File: src/hdl/rsw_pkg.sv
// rsw_pkg: constants, codes and carrier types of the radio status and whitening register bank
// assumes a 12-bit byte address window and 32-bit AXI4-Lite data
package rsw_pkg;

	// register byte offsets
	localparam logic [11:0] RSW_OFS_STRENGTH = 12'h548;
	localparam logic [11:0] RSW_OFS_PHASE    = 12'h550;
	localparam logic [11:0] RSW_OFS_SEED     = 12'h554;
	localparam logic [11:0] RSW_OFS_BCC      = 12'h560;
	localparam logic [11:0] RSW_OFS_BASE     = 12'h600;
	localparam logic [11:0] RSW_OFS_PREFIX   = 12'h620;
	localparam logic [11:0] RSW_OFS_MATCHCFG = 12'h640;
	localparam logic [11:0] RSW_OFS_STRIDE   = 12'h004;

	// sizes and field positions
	localparam int RSW_ADDR_W     = 12;
	localparam int RSW_SEGMENTS   = 8;
	localparam int RSW_IDX_W      = 3;
	localparam int RSW_IDX_LSB    = 2;
	localparam int RSW_STRENGTH_W = 7;
	localparam int RSW_PHASE_W    = 4;
	localparam int RSW_SEED_W     = 7;
	localparam int RSW_SEED_FORCE = 6;
	localparam int RSW_TAP        = 4;

	// reset values
	localparam logic [31:0] RSW_RST_ZERO = 32'h0000_0000;
	localparam logic [31:0] RSW_RST_SEED = 32'h0000_0040;

	// bus responses
	localparam logic [1:0] RSW_RESP_OKAY   = 2'h0;
	localparam logic [1:0] RSW_RESP_DECERR = 2'h3;

	// radio phase codes as reported to software
	typedef enum logic [3:0] {
		RSW_PH_DISABLED          = 4'h0,
		RSW_PH_RECEIVE_RAMPUP    = 4'h1,
		RSW_PH_RECEIVE_IDLE      = 4'h2,
		RSW_PH_RECEIVING         = 4'h3,
		RSW_PH_RECEIVE_SHUTDOWN  = 4'h4,
		RSW_PH_TRANSMIT_RAMPUP   = 4'h9,
		RSW_PH_TRANSMIT_IDLE     = 4'ha,
		RSW_PH_TRANSMITTING      = 4'hb,
		RSW_PH_TRANSMIT_SHUTDOWN = 4'hc
	} rsw_phase_t;

	// radio core status into the bank
	typedef struct packed {
		logic [RSW_PHASE_W-1:0]    phase;
		logic                      strength_valid;
		logic [RSW_STRENGTH_W-1:0] strength;
		logic [31:0]               bit_count;
	} rsw_radio_in_t;

	// received address offered for device-address matching
	typedef struct packed {
		logic        valid;
		logic [31:0] base;
		logic [31:0] prefix;
	} rsw_rx_addr_t;

	// match result
	typedef struct packed {
		logic                 hit;
		logic [RSW_IDX_W-1:0] index;
	} rsw_match_t;

	// whitening control from the radio core
	typedef struct packed {
		logic load;
		logic step;
	} rsw_whiten_ctl_t;

	// register bank state
	typedef struct packed {
		logic                                 aw_held;
		logic [RSW_ADDR_W-1:0]                aw_addr;
		logic                                 w_held;
		logic [31:0]                          w_data;
		logic [3:0]                           w_strb;
		logic                                 bvalid;
		logic [1:0]                           bresp;
		logic                                 rvalid;
		logic [31:0]                          rdata;
		logic [1:0]                           rresp;
		logic [RSW_STRENGTH_W-1:0]            strength;
		rsw_phase_t                           phase;
		logic [31:0]                          seed;
		logic [31:0]                          bcc;
		logic                                 bcc_hit;
		logic [RSW_SEGMENTS-1:0][31:0]        base;
		logic [RSW_SEGMENTS-1:0][31:0]        prefix;
		logic [RSW_SEGMENTS-1:0]              match_en;
	} rsw_bank_t;

endpackage

File: src/hdl/rsw_whiten.sv
// rsw_whiten: 7-bit data-whitening scrambler loaded from the software seed
// assumes load and step come from the radio core on the same clock
`timescale 1ns/1ps
module rsw_whiten
(
	// clock and reset
	input  wire logic                          aclk,
	input  wire logic                          aresetn,
	// control and seed
	input  wire rsw_pkg::rsw_whiten_ctl_t      ctl,
	input  wire logic [rsw_pkg::RSW_SEED_W-1:0] seed,
	// scrambler output
	output logic                               whiten_bit,
	output logic [rsw_pkg::RSW_SEED_W-1:0]     lfsr_state
);
	import rsw_pkg::*;

	typedef struct packed {
		logic [RSW_SEED_W-1:0] lfsr;
	} rsw_whiten_state_t;

	rsw_whiten_state_t s_q;
	rsw_whiten_state_t s_d;

	// seed bit i lands in position 6-i, bit 6 of the seed always one
	function automatic logic [RSW_SEED_W-1:0] reverse_seed(input logic [RSW_SEED_W-1:0] v);
		logic [RSW_SEED_W-1:0] r;
		r = '0;
		for (int i = 0; i < RSW_SEED_W; i++)
			r[RSW_SEED_W-1-i] = v[i];
		return r;
	endfunction

	// load wins over step so a fresh packet never starts from a stale sequence
	always_comb
	begin
		s_d = s_q;
		if (ctl.load)
			s_d.lfsr = reverse_seed(seed);
		else if (ctl.step)
		begin
			s_d.lfsr = {s_q.lfsr[RSW_SEED_W-2:0], s_q.lfsr[RSW_SEED_W-1]};
			s_d.lfsr[RSW_TAP] = s_q.lfsr[RSW_TAP-1] ^ s_q.lfsr[RSW_SEED_W-1];
		end
	end

	// reset state matches the reset seed, reversed
	always_ff @(posedge aclk)
	begin
		if (!aresetn)
			s_q <= '{lfsr: RSW_RST_SEED[RSW_SEED_W-1:0] >> RSW_SEED_FORCE};
		else
			s_q <= s_d;
	end

	assign whiten_bit = s_q.lfsr[RSW_SEED_W-1];
	assign lfsr_state = s_q.lfsr;

endmodule

File: src/hdl/rsw_addr_match.sv
// rsw_addr_match: compares a received address against eight enabled base/prefix pairs
// assumes the received address is stable while valid is high; lowest index wins
`timescale 1ns/1ps
module rsw_addr_match
#(
	parameter int SEGMENTS = 8
)
(
	// clock and reset
	input  wire logic                         aclk,
	input  wire logic                         aresetn,
	// configuration from the bank
	input  wire logic [SEGMENTS-1:0][31:0]    base,
	input  wire logic [SEGMENTS-1:0][31:0]    prefix,
	input  wire logic [SEGMENTS-1:0]          match_en,
	// received address and result
	input  wire rsw_pkg::rsw_rx_addr_t        rx_addr,
	output rsw_pkg::rsw_match_t               result
);
	import rsw_pkg::*;

	typedef struct packed {
		rsw_match_t res;
	} rsw_match_state_t;

	rsw_match_state_t s_q;
	rsw_match_state_t s_d;

	// scan downward so the lowest matching index is the one kept
	always_comb
	begin
		s_d = s_q;
		s_d.res.hit = 1'b0;
		s_d.res.index = '0;
		if (rx_addr.valid)
			for (int i = SEGMENTS-1; i >= 0; i--)
				if (match_en[i] && base[i] == rx_addr.base && prefix[i] == rx_addr.prefix)
				begin
					s_d.res.hit = 1'b1;
					s_d.res.index = RSW_IDX_W'(i);
				end
	end

	// result registered, one cycle after the address
	always_ff @(posedge aclk)
	begin
		if (!aresetn)
			s_q <= '0;
		else
			s_q <= s_d;
	end

	assign result = s_q.res;

endmodule

File: src/hdl/rsw_regs.sv
// rsw_regs: radio status and whitening register bank behind an AXI4-Lite slave
// assumes the radio core shares aclk; its status needs no synchroniser
// assumes the protection bits carry no meaning here; they are accepted and ignored
// Contract
// - phase field reports receive phases as 0,1,2,3,4.
// - phase field reports transmit phases as 9,10,11,12.
// - seed bit 6 always one; reset value 0x40.
// - seed bit i loads scrambler position 6-i.
// - 32-bit read-write bit-count compare value, reset zero, compared with count.
// - eight 32-bit read-write base segments at consecutive words, reset zero.
// - eight read-write prefix segments at consecutive words, reset zero, paired by index.
// - a pair joins matching only while its enable bit is one.
//
// Register access over AXI4-Lite is this design's own decision.
`timescale 1ns/1ps
module rsw_regs
#(
	parameter int SEGMENTS = rsw_pkg::RSW_SEGMENTS
)
(
	// clock and reset
	input  wire logic                               aclk,
	input  wire logic                               aresetn,
	// axi4-lite write address
	input  wire logic                               s_axi_awvalid,
	output logic                                    s_axi_awready,
	input  wire logic [rsw_pkg::RSW_ADDR_W-1:0]     s_axi_awaddr,
	input  wire logic [2:0]                         s_axi_awprot,
	// axi4-lite write data
	input  wire logic                               s_axi_wvalid,
	output logic                                    s_axi_wready,
	input  wire logic [31:0]                        s_axi_wdata,
	input  wire logic [3:0]                         s_axi_wstrb,
	// axi4-lite write response
	output logic                                    s_axi_bvalid,
	input  wire logic                               s_axi_bready,
	output logic [1:0]                              s_axi_bresp,
	// axi4-lite read address
	input  wire logic                               s_axi_arvalid,
	output logic                                    s_axi_arready,
	input  wire logic [rsw_pkg::RSW_ADDR_W-1:0]     s_axi_araddr,
	input  wire logic [2:0]                         s_axi_arprot,
	// axi4-lite read data
	output logic                                    s_axi_rvalid,
	input  wire logic                               s_axi_rready,
	output logic [31:0]                             s_axi_rdata,
	output logic [1:0]                              s_axi_rresp,
	// radio core status
	input  wire rsw_pkg::rsw_radio_in_t             radio_in,
	output logic                                    bit_count_match,
	// whitening
	input  wire rsw_pkg::rsw_whiten_ctl_t           whiten_ctl,
	output logic                                    whiten_bit,
	// device-address matching
	input  wire rsw_pkg::rsw_rx_addr_t              rx_addr,
	output rsw_pkg::rsw_match_t                     addr_match
);
	import rsw_pkg::*;

	rsw_bank_t s_q;
	rsw_bank_t s_d;

	// one flag per mapped word group; at most one is set for any address
	typedef struct packed {
		logic strength;
		logic phase;
		logic seed;
		logic bcc;
		logic matchcfg;
		logic base;
		logic prefix;
	} rsw_sel_t;

	// transfer strobes, decoded selects and array indices of both paths
	logic                  wr_fire;
	logic                  rd_fire;
	rsw_sel_t              wr_sel;
	rsw_sel_t              rd_sel;
	logic [RSW_IDX_W-1:0]  wr_base_idx;
	logic [RSW_IDX_W-1:0]  wr_prefix_idx;
	logic [RSW_IDX_W-1:0]  rd_base_idx;
	logic [RSW_IDX_W-1:0]  rd_prefix_idx;
	logic [31:0]           cfg_merged;

	// merge write data into an old value under the byte strobes
	// byte lanes without a strobe keep their old contents
	function automatic logic [31:0] merge(input logic [31:0] old, input logic [31:0] data,
		input logic [3:0] strb);
		logic [31:0] r;
		r = old;
		for (int b = 0; b < 4; b++)
			if (strb[b])
				r[8*b +: 8] = data[8*b +: 8];
		return r;
	endfunction

	// true when addr is a word-aligned address inside the eight-word array starting at base
	function automatic logic in_array(input logic [RSW_ADDR_W-1:0] addr,
		input logic [RSW_ADDR_W-1:0] base);
		logic [RSW_ADDR_W-1:0] lim;
		lim = base + RSW_ADDR_W'(SEGMENTS) * RSW_OFS_STRIDE;
		return addr >= base && addr < lim && addr[RSW_IDX_LSB-1:0] == '0;
	endfunction

	// word index within an array
	function automatic logic [RSW_IDX_W-1:0] arr_idx(input logic [RSW_ADDR_W-1:0] addr,
		input logic [RSW_ADDR_W-1:0] base);
		logic [RSW_ADDR_W-1:0] off;
		off = addr - base;
		return off[RSW_IDX_LSB +: RSW_IDX_W];
	endfunction

	// address decode shared by both paths, so the two maps cannot drift apart
	function automatic rsw_sel_t decode(input logic [RSW_ADDR_W-1:0] addr);
		rsw_sel_t sel;
		sel          = '0;
		sel.strength = addr == RSW_OFS_STRENGTH;
		sel.phase    = addr == RSW_OFS_PHASE;
		sel.seed     = addr == RSW_OFS_SEED;
		sel.bcc      = addr == RSW_OFS_BCC;
		sel.matchcfg = addr == RSW_OFS_MATCHCFG;
		sel.base     = in_array(addr, RSW_OFS_BASE);
		sel.prefix   = in_array(addr, RSW_OFS_PREFIX);
		return sel;
	endfunction

	// only documented phase codes get through; anything else reads as disabled
	// a stray core code can never show software an undefined value
	function automatic rsw_phase_t legal_phase(input logic [RSW_PHASE_W-1:0] code);
		rsw_phase_t p;
		case (code)
			RSW_PH_DISABLED, RSW_PH_RECEIVE_RAMPUP, RSW_PH_RECEIVE_IDLE,
			RSW_PH_RECEIVING, RSW_PH_RECEIVE_SHUTDOWN:
				p = rsw_phase_t'(code);
			RSW_PH_TRANSMIT_RAMPUP, RSW_PH_TRANSMIT_IDLE,
			RSW_PH_TRANSMITTING, RSW_PH_TRANSMIT_SHUTDOWN:
				p = rsw_phase_t'(code);
			default:
				p = RSW_PH_DISABLED;
		endcase
		return p;
	endfunction

	// seed with the hardwired bit set, upper bits held at zero
	// the bit is forced on every write, so software cannot clear it
	function automatic logic [31:0] fix_seed(input logic [31:0] v);
		logic [31:0] r;
		r = '0;
		r[RSW_SEED_W-1:0] = v[RSW_SEED_W-1:0];
		r[RSW_SEED_FORCE] = 1'b1;
		return r;
	endfunction

	// handshakes: one write and one read in flight, each address and data taken once
	// readies are combinational, so a new request is taken the cycle after a response
	assign s_axi_awready = !s_q.aw_held && !s_q.bvalid;
	assign s_axi_wready  = !s_q.w_held && !s_q.bvalid;
	assign s_axi_arready = !s_q.rvalid;
	assign wr_fire       = s_q.aw_held && s_q.w_held && !s_q.bvalid;
	assign rd_fire       = s_axi_arvalid && s_axi_arready;

	// both paths decode through one function
	assign wr_sel        = decode(s_q.aw_addr);
	assign rd_sel        = decode(s_axi_araddr);

	// array indices; only meaningful while the matching array flag is set
	assign wr_base_idx   = arr_idx(s_q.aw_addr, RSW_OFS_BASE);
	assign wr_prefix_idx = arr_idx(s_q.aw_addr, RSW_OFS_PREFIX);
	assign rd_base_idx   = arr_idx(s_axi_araddr, RSW_OFS_BASE);
	assign rd_prefix_idx = arr_idx(s_axi_araddr, RSW_OFS_PREFIX);

	// enables merged as a whole word, then cut to one bit per pair
	assign cfg_merged    = merge({{(32-SEGMENTS){1'b0}}, s_q.match_en}, s_q.w_data, s_q.w_strb);

	// next-state logic for the bus slave and every register
	always_comb
	begin
		s_d = s_q;

		// capture write address and data in either order
		if (s_axi_awvalid && s_axi_awready)
		begin
			s_d.aw_held = 1'b1;
			s_d.aw_addr = s_axi_awaddr;
		end
		if (s_axi_wvalid && s_axi_wready)
		begin
			s_d.w_held = 1'b1;
			s_d.w_data = s_axi_wdata;
			s_d.w_strb = s_axi_wstrb;
		end

		// register writes; read-only and unmapped words answer decerr
		// a write commits only once both halves are held and the old response is gone
		if (wr_fire)
		begin
			s_d.aw_held = 1'b0;
			s_d.w_held  = 1'b0;
			s_d.bvalid  = 1'b1;
			s_d.bresp   = RSW_RESP_OKAY;
			if (wr_sel.seed)
				s_d.seed = fix_seed(merge(s_q.seed, s_q.w_data, s_q.w_strb));
			else if (wr_sel.bcc)
				s_d.bcc = merge(s_q.bcc, s_q.w_data, s_q.w_strb);
			else if (wr_sel.matchcfg)
				s_d.match_en = cfg_merged[SEGMENTS-1:0];
			else if (wr_sel.base)
				s_d.base[wr_base_idx] =
					merge(s_q.base[wr_base_idx], s_q.w_data, s_q.w_strb);
			else if (wr_sel.prefix)
				s_d.prefix[wr_prefix_idx] =
					merge(s_q.prefix[wr_prefix_idx], s_q.w_data, s_q.w_strb);
			else
				s_d.bresp = RSW_RESP_DECERR;
		end
		if (s_q.bvalid && s_axi_bready)
			s_d.bvalid = 1'b0;

		// read data decode, answered the cycle after the address is taken
		// unmapped reads return zero data with a decode error
		if (s_q.rvalid && s_axi_rready)
			s_d.rvalid = 1'b0;
		if (rd_fire)
		begin
			s_d.rvalid = 1'b1;
			s_d.rresp  = RSW_RESP_OKAY;
			s_d.rdata  = '0;
			if (rd_sel.strength)
				s_d.rdata[RSW_STRENGTH_W-1:0] = s_q.strength;
			else if (rd_sel.phase)
				s_d.rdata[RSW_PHASE_W-1:0] = s_q.phase;
			else if (rd_sel.seed)
				s_d.rdata = s_q.seed;
			else if (rd_sel.bcc)
				s_d.rdata = s_q.bcc;
			else if (rd_sel.matchcfg)
				s_d.rdata[SEGMENTS-1:0] = s_q.match_en;
			else if (rd_sel.base)
				s_d.rdata = s_q.base[rd_base_idx];
			else if (rd_sel.prefix)
				s_d.rdata = s_q.prefix[rd_prefix_idx];
			else
				s_d.rresp = RSW_RESP_DECERR;
		end

		// radio status sampling; strength is only updated on a new sample
		// phase is taken every cycle, so a stale code lasts one cycle at most
		// the compare is a level, not a latched flag: it drops as the count moves on
		if (radio_in.strength_valid)
			s_d.strength = radio_in.strength;
		s_d.phase   = legal_phase(radio_in.phase);
		s_d.bcc_hit = radio_in.bit_count == s_q.bcc;
	end

	// single register stage for the whole bank
	// the seed leaves reset with its forced bit already set
	always_ff @(posedge aclk)
	begin
		if (!aresetn)
		begin
			s_q          <= '0;
			s_q.phase    <= RSW_PH_DISABLED;
			s_q.seed     <= RSW_RST_SEED;
			s_q.bcc      <= RSW_RST_ZERO;
			s_q.strength <= '0;
		end
		else
			s_q <= s_d;
	end

	// outputs straight from flip-flops
	// only the readies above are combinational
	assign s_axi_bvalid    = s_q.bvalid;
	assign s_axi_bresp     = s_q.bresp;
	assign s_axi_rvalid    = s_q.rvalid;
	assign s_axi_rdata     = s_q.rdata;
	assign s_axi_rresp     = s_q.rresp;
	assign bit_count_match = s_q.bcc_hit;

	// scrambler uses the seed as stored, so the forced bit also acts
	// its full state stays inside; only the output bit leaves the bank
	rsw_whiten u_whiten
	(
		.aclk       (aclk),
		.aresetn    (aresetn),
		.ctl        (whiten_ctl),
		.seed       (s_q.seed[RSW_SEED_W-1:0]),
		.whiten_bit (whiten_bit),
		.lfsr_state ()
	);

	// enabled base/prefix pairs feed the matcher
	// its result lags rx_addr by one cycle; the lowest enabled index wins
	rsw_addr_match #(.SEGMENTS(SEGMENTS)) u_match
	(
		.aclk     (aclk),
		.aresetn  (aresetn),
		.base     (s_q.base),
		.prefix   (s_q.prefix),
		.match_en (s_q.match_en),
		.rx_addr  (rx_addr),
		.result   (addr_match)
	);

endmodule

File: config.mk
export PLATFORM = sky130hd
export DESIGN_NAME = rsw_regs
export DESIGN_NICKNAME = d
export VERILOG_FILES = /design/src/hdl/rsw_pkg.sv /design/src/hdl/rsw_whiten.sv /design/src/hdl/rsw_addr_match.sv /design/src/hdl/rsw_regs.sv
export SDC_FILE = /design/constraint.sdc
export NUM_CORES = 2
export LEC_CHECK = 0
export BUFFER_PORTS_ARGS = -buffer_cell sky130_fd_sc_hd__buf_4
export CORE_MARGIN = 2
export CORE_UTILIZATION = 40
export DETAILED_ROUTE_END_ITERATION = 10
export GPL_ROUTABILITY_DRIVEN = 1
export PLACE_DENSITY_LB_ADDON = 0.08
export SETUP_SLACK_MARGIN = 0.2
export SYNTH_ARGS = -nofsm -noshare
export SYNTH_HDL_FRONTEND = slang
export SYNTH_SLANG_ARGS = --single-unit
File: constraint.sdc
create_clock -name aclk -period 2.2 [get_ports aclk]
set_input_delay 0.11 -clock aclk [delete_from_list [all_inputs] [get_ports aclk]]
set_output_delay 0.11 -clock aclk [all_outputs]
set_load 0.01 [all_outputs]
==> summary.md <==
| Metric | Value |
|---|---|
| Gate Count Post-Synth | 4459 |
| Crit Reg-Reg Startpoint | s_q[243] |
| Synth top area cells | dfxtp_1 (33%), mux4_2 (15%), and2_1 (8.6%), o21ai_0 (7.0%), nand2_1 (6.8%) |
| FILL cells | 8469 |
| Synth Cell Area | 0.0400 mm^2 |
| Clock net sink count | 667 |
| Nets | 5872 |
| Initial Utilization | 0.402 |
| Initial antenna violation count | 40 |
| Arr. time, crit path | 3.34 ns |
| Crit Reg-Reg Endpoint | u_match.result[0] |
| Overall routed net length | 269 mm |
| Startpoint Class | flop |
| Sequential Area | 0.0134 mm^2 |
| Slew headroom | 0.266 |
| Hold path startpoint | s_axi_awvalid |
| MaxCap Viol Count | 0 |
| Most common flop cell mapped by yosys | dfxtp_1 |
| Pre-Repair DR Iteration Count | 7 |
| Mapped Nets | 4643 |
| Top cells by instance count after synthesis | nand2_1 (727), dfxtp_1 (667), o21ai_0 (556) |
| Clk root buf | clkbuf_16 |
| CP Capture Type | flop |
| DIE WIDTH | 320 um |
| ANT nets after route | 0 |
| Asr flop ratio synth | 0 |
| Failing checks | negative setup slack |
| Buffers on Ports | 224 |
| Crit path max fanout | 2 |
| Ports | 231 |
| R2r setup slk | -0.53 ns |
| HP Class | primary input to flop |
| Detailed Route Iter0 Violations | 6185 |
| Row Count | 116 |
| Number of synthesized register bits | 667 |
| Multi-input logic area | 0.0277 mm^2 |
| Core Box Area | 0.0996 mm^2 |
| Post-route minimum period | 2.73 ns |
| Clock buffer depth | 3 |
| Endpoints failing setup | 548 |
| Clock skew | 0.0269 ns |
| Slew of the pin with the lowest slew margin | 1.10 ns |
| Die ar. | 0.103 mm^2 |
| DRC viols | 0 |
| Hold Path Depth | 4 |
| Multiplexer area fraction after synthesis | 0.188 |
| Crit path kind | flop to flop |
| Vias post-DR | 44100 |
| Cts bufs inserted | 83 |
| Count leader, synth | nand2_1 |
| Worst EP required | 2.81 ns |
| Power Density | 511 mW/mm^2 |
| Detailed placement HPWL | 171 mm |
| Final hold violations | 0 |
| Share of cells above drive strength 1 | 0.429 |
| Sequential area share after synthesis | 0.334 |
| Yosys cell types | 66 |
| FF-to-FF path depth | 10 |
| Slew Limit Fails | 0 |
| Worst Hold End | s_q[679] |
| Mean Syn Cell Area | 8.98 um^2 |
| Gr usage total | 0.502 |
| Status | finished with violations |
| Period utilisation layout | 1.24 |
| Synth area leader | dfxtp_1 |
| RSZ-0062 raised after global routing | true |
| Vias per cell | 6.24 |
| Vias in the first global route | 40200 |
| Peak VDD IR | 0.508 mV |
| TritonCTS clock tree | done |
| First-pass GRT wire length | 350 mm |
| H-tree depth | 3 |
| Avg WL per Cell | 38.1 um |
| Synth Area in Compound Gates | 0.124 |
| Layout area overhead | 55.9% |
| Max Fclk | 367 MHz |
| Leakage | 25.1 nW |
| Fin util | 0.627 |
| Final Worst Setup Slack | -0.527 ns |
| Largest net degree at the start of global routing | 76 |
| Ys Warns | 0 |
| EDFF count, synth | 0 |
| Reg clk slew, reported paths | 0.06 ns |
| Post-Synth Adder-Cell Area | 0 |
| Post-synthesis xor/xnor area fraction | 0.102 |
| Yosys top cell area share | 0.334 |
| Largest family of logic cells by synthesized area | simple AND/OR/NAND/NOR gates |
| Clk_lat worst skew | 0.70 ns |
| Die Y | 320 um |
| GR Overflow Total | 0 |
| Min Hold Slack | 0.0297 ns |
| GPL Wtd Cong | 1.08 |
| Post-synthesis simple-gate area fraction | 0.204 |
state kept, by name, indices dropped and copies added (netlist names):
register and count:
s_axi_rvalid 1, s_axi_rdata 32, bit_count_match 1, u_match.result 4, s_q 619, s_axi_rresp 1
u_whiten.lfsr_state 7, s_axi_bresp 1, s_axi_bvalid 1
cell type report:
| class | count | area share |
|---|---|---|
| tap | 1298 | 0.0260 |
| antenna | 21 | 0.000842 |
| clock buffer | 117 | 0.0383 |
| inverter | 70 | 0.00425 |
| clock inverter | 24 | 0.00615 |
| timing repair buffer | 1532 | 0.266 |
| sequential | 667 | 0.215 |
| multi-input combinational | 3334 | 0.444 |
how the worst max path moves through the flow:
stage | from | end | slack, ns | cells past startpoint
finish | s_q[243] | u_match.result[0] | -0.53 | 10
detailed placement | rx_addr[5] | u_match.result[0] | -1.19 | 12
floorplan | s_q[636] | s_q[537] | 0.14 | 5
global route | s_q[243] | u_match.result[0] | -0.56 | 10
global placement | rx_addr[5] | u_match.result[0] | -1.20 | 12
CTS | s_q[249] | u_match.result[0] | -0.39 | 10
cells by family after synthesis:
| logic type | count (synthesis) |
|---|---|
| mux | 412 |
| flops | 667 |
| buf+inv | 458 |
| xor+xnor | 466 |
| simple gates | 1590 |
| compound gates | 866 |
power by group:
part / internal (mW) / switching, mW
logic: 2.08 / 3.00
clock network: 8.58 / 5.94
registers: 12.2 / 0.126
routing by layer:
metal,GRT usage,share of wire,up-vias
met5,0.0109,0.0019,-
met3,0.218,0.15,1088
li1,-,-,18100
met2,0.689,0.39,3488
met4,0.377,0.096,28
met1,0.617,0.36,21500
layout by cell type (no fill, tap or decap), types with 46 or more instances in the layout:
master | netlist | layout
a21boi_0 | 59 | 58
and2_1 | 549 | 543
buf_12 | 0 | 133
buf_16 | 0 | 118
buf_4 | 38 | 1044
buf_6 | 2 | 88
clkbuf_16 | 0 | 99
dfxtp_1 | 667 | 647
dlygate4sd3_1 | 0 | 109
inv_1 | 69 | 68
mux2_4 | 0 | 61
mux2i_1 | 84 | 82
mux4_2 | 264 | 264
nand2_1 | 727 | 441
nand2_2 | 0 | 173
nand2_4 | 0 | 102
nand4_1 | 69 | 69
nor4_1 | 88 | 74
o21ai_0 | 556 | 52
o21ai_1 | 37 | 350
o21ai_2 | 28 | 179
o22ai_1 | 47 | 46
xnor2_1 | 208 | 208
xor2_1 | 258 | 248
worst max-delay path: stages (launching register included):
cell and delay [ns]:
dfxtp_1 0.35, xor2_1 0.33, nor4_2 0.49, buf_4 0.20
nand4_1 0.16, nor4_4 0.29, buf_4 0.18, o2111ai_2 0.13
a21o_1 0.21, a21bo_1 0.18, a21oi_2 0.12
repair_timing:
| item | 4_1_cts | 5_1_grt |
|---|---|---|
| cloned | 97 | 16 |
| setup buffers | 118 | 33 |
| resized for setup | 1021 | 466 |
| endpoints found under the hold margin | 100 | 0 |
| hold buffers | 109 | 0 |
| pin swaps | 648 | 207 |
| setup endpoints to repair | 571 | 598 |
per-stage QoR:
| stage | cell area, um^2 | power, mW | setup WS [ns] | TNS (ns) | instances |
|---|---|---|---|---|---|
| floorplan | 40600 | 14.3 | 0.138 | 0 | 4459 |
| global placement | 50100 | 16.7 | -1.20 | -14.76 | 6528 |
| detailed placement | 50100 | 16.7 | -1.19 | -15.83 | 6528 |
| CTS | 59900 | 31.6 | -0.390 | -67.75 | 6993 |
| global route | 62400 | 32.4 | -0.562 | -147.56 | 7046 |
| finish | 62400 | 31.9 | -0.527 | -124.55 | 7063 |
Note: power is estimated with default switching activity, not from simulation.
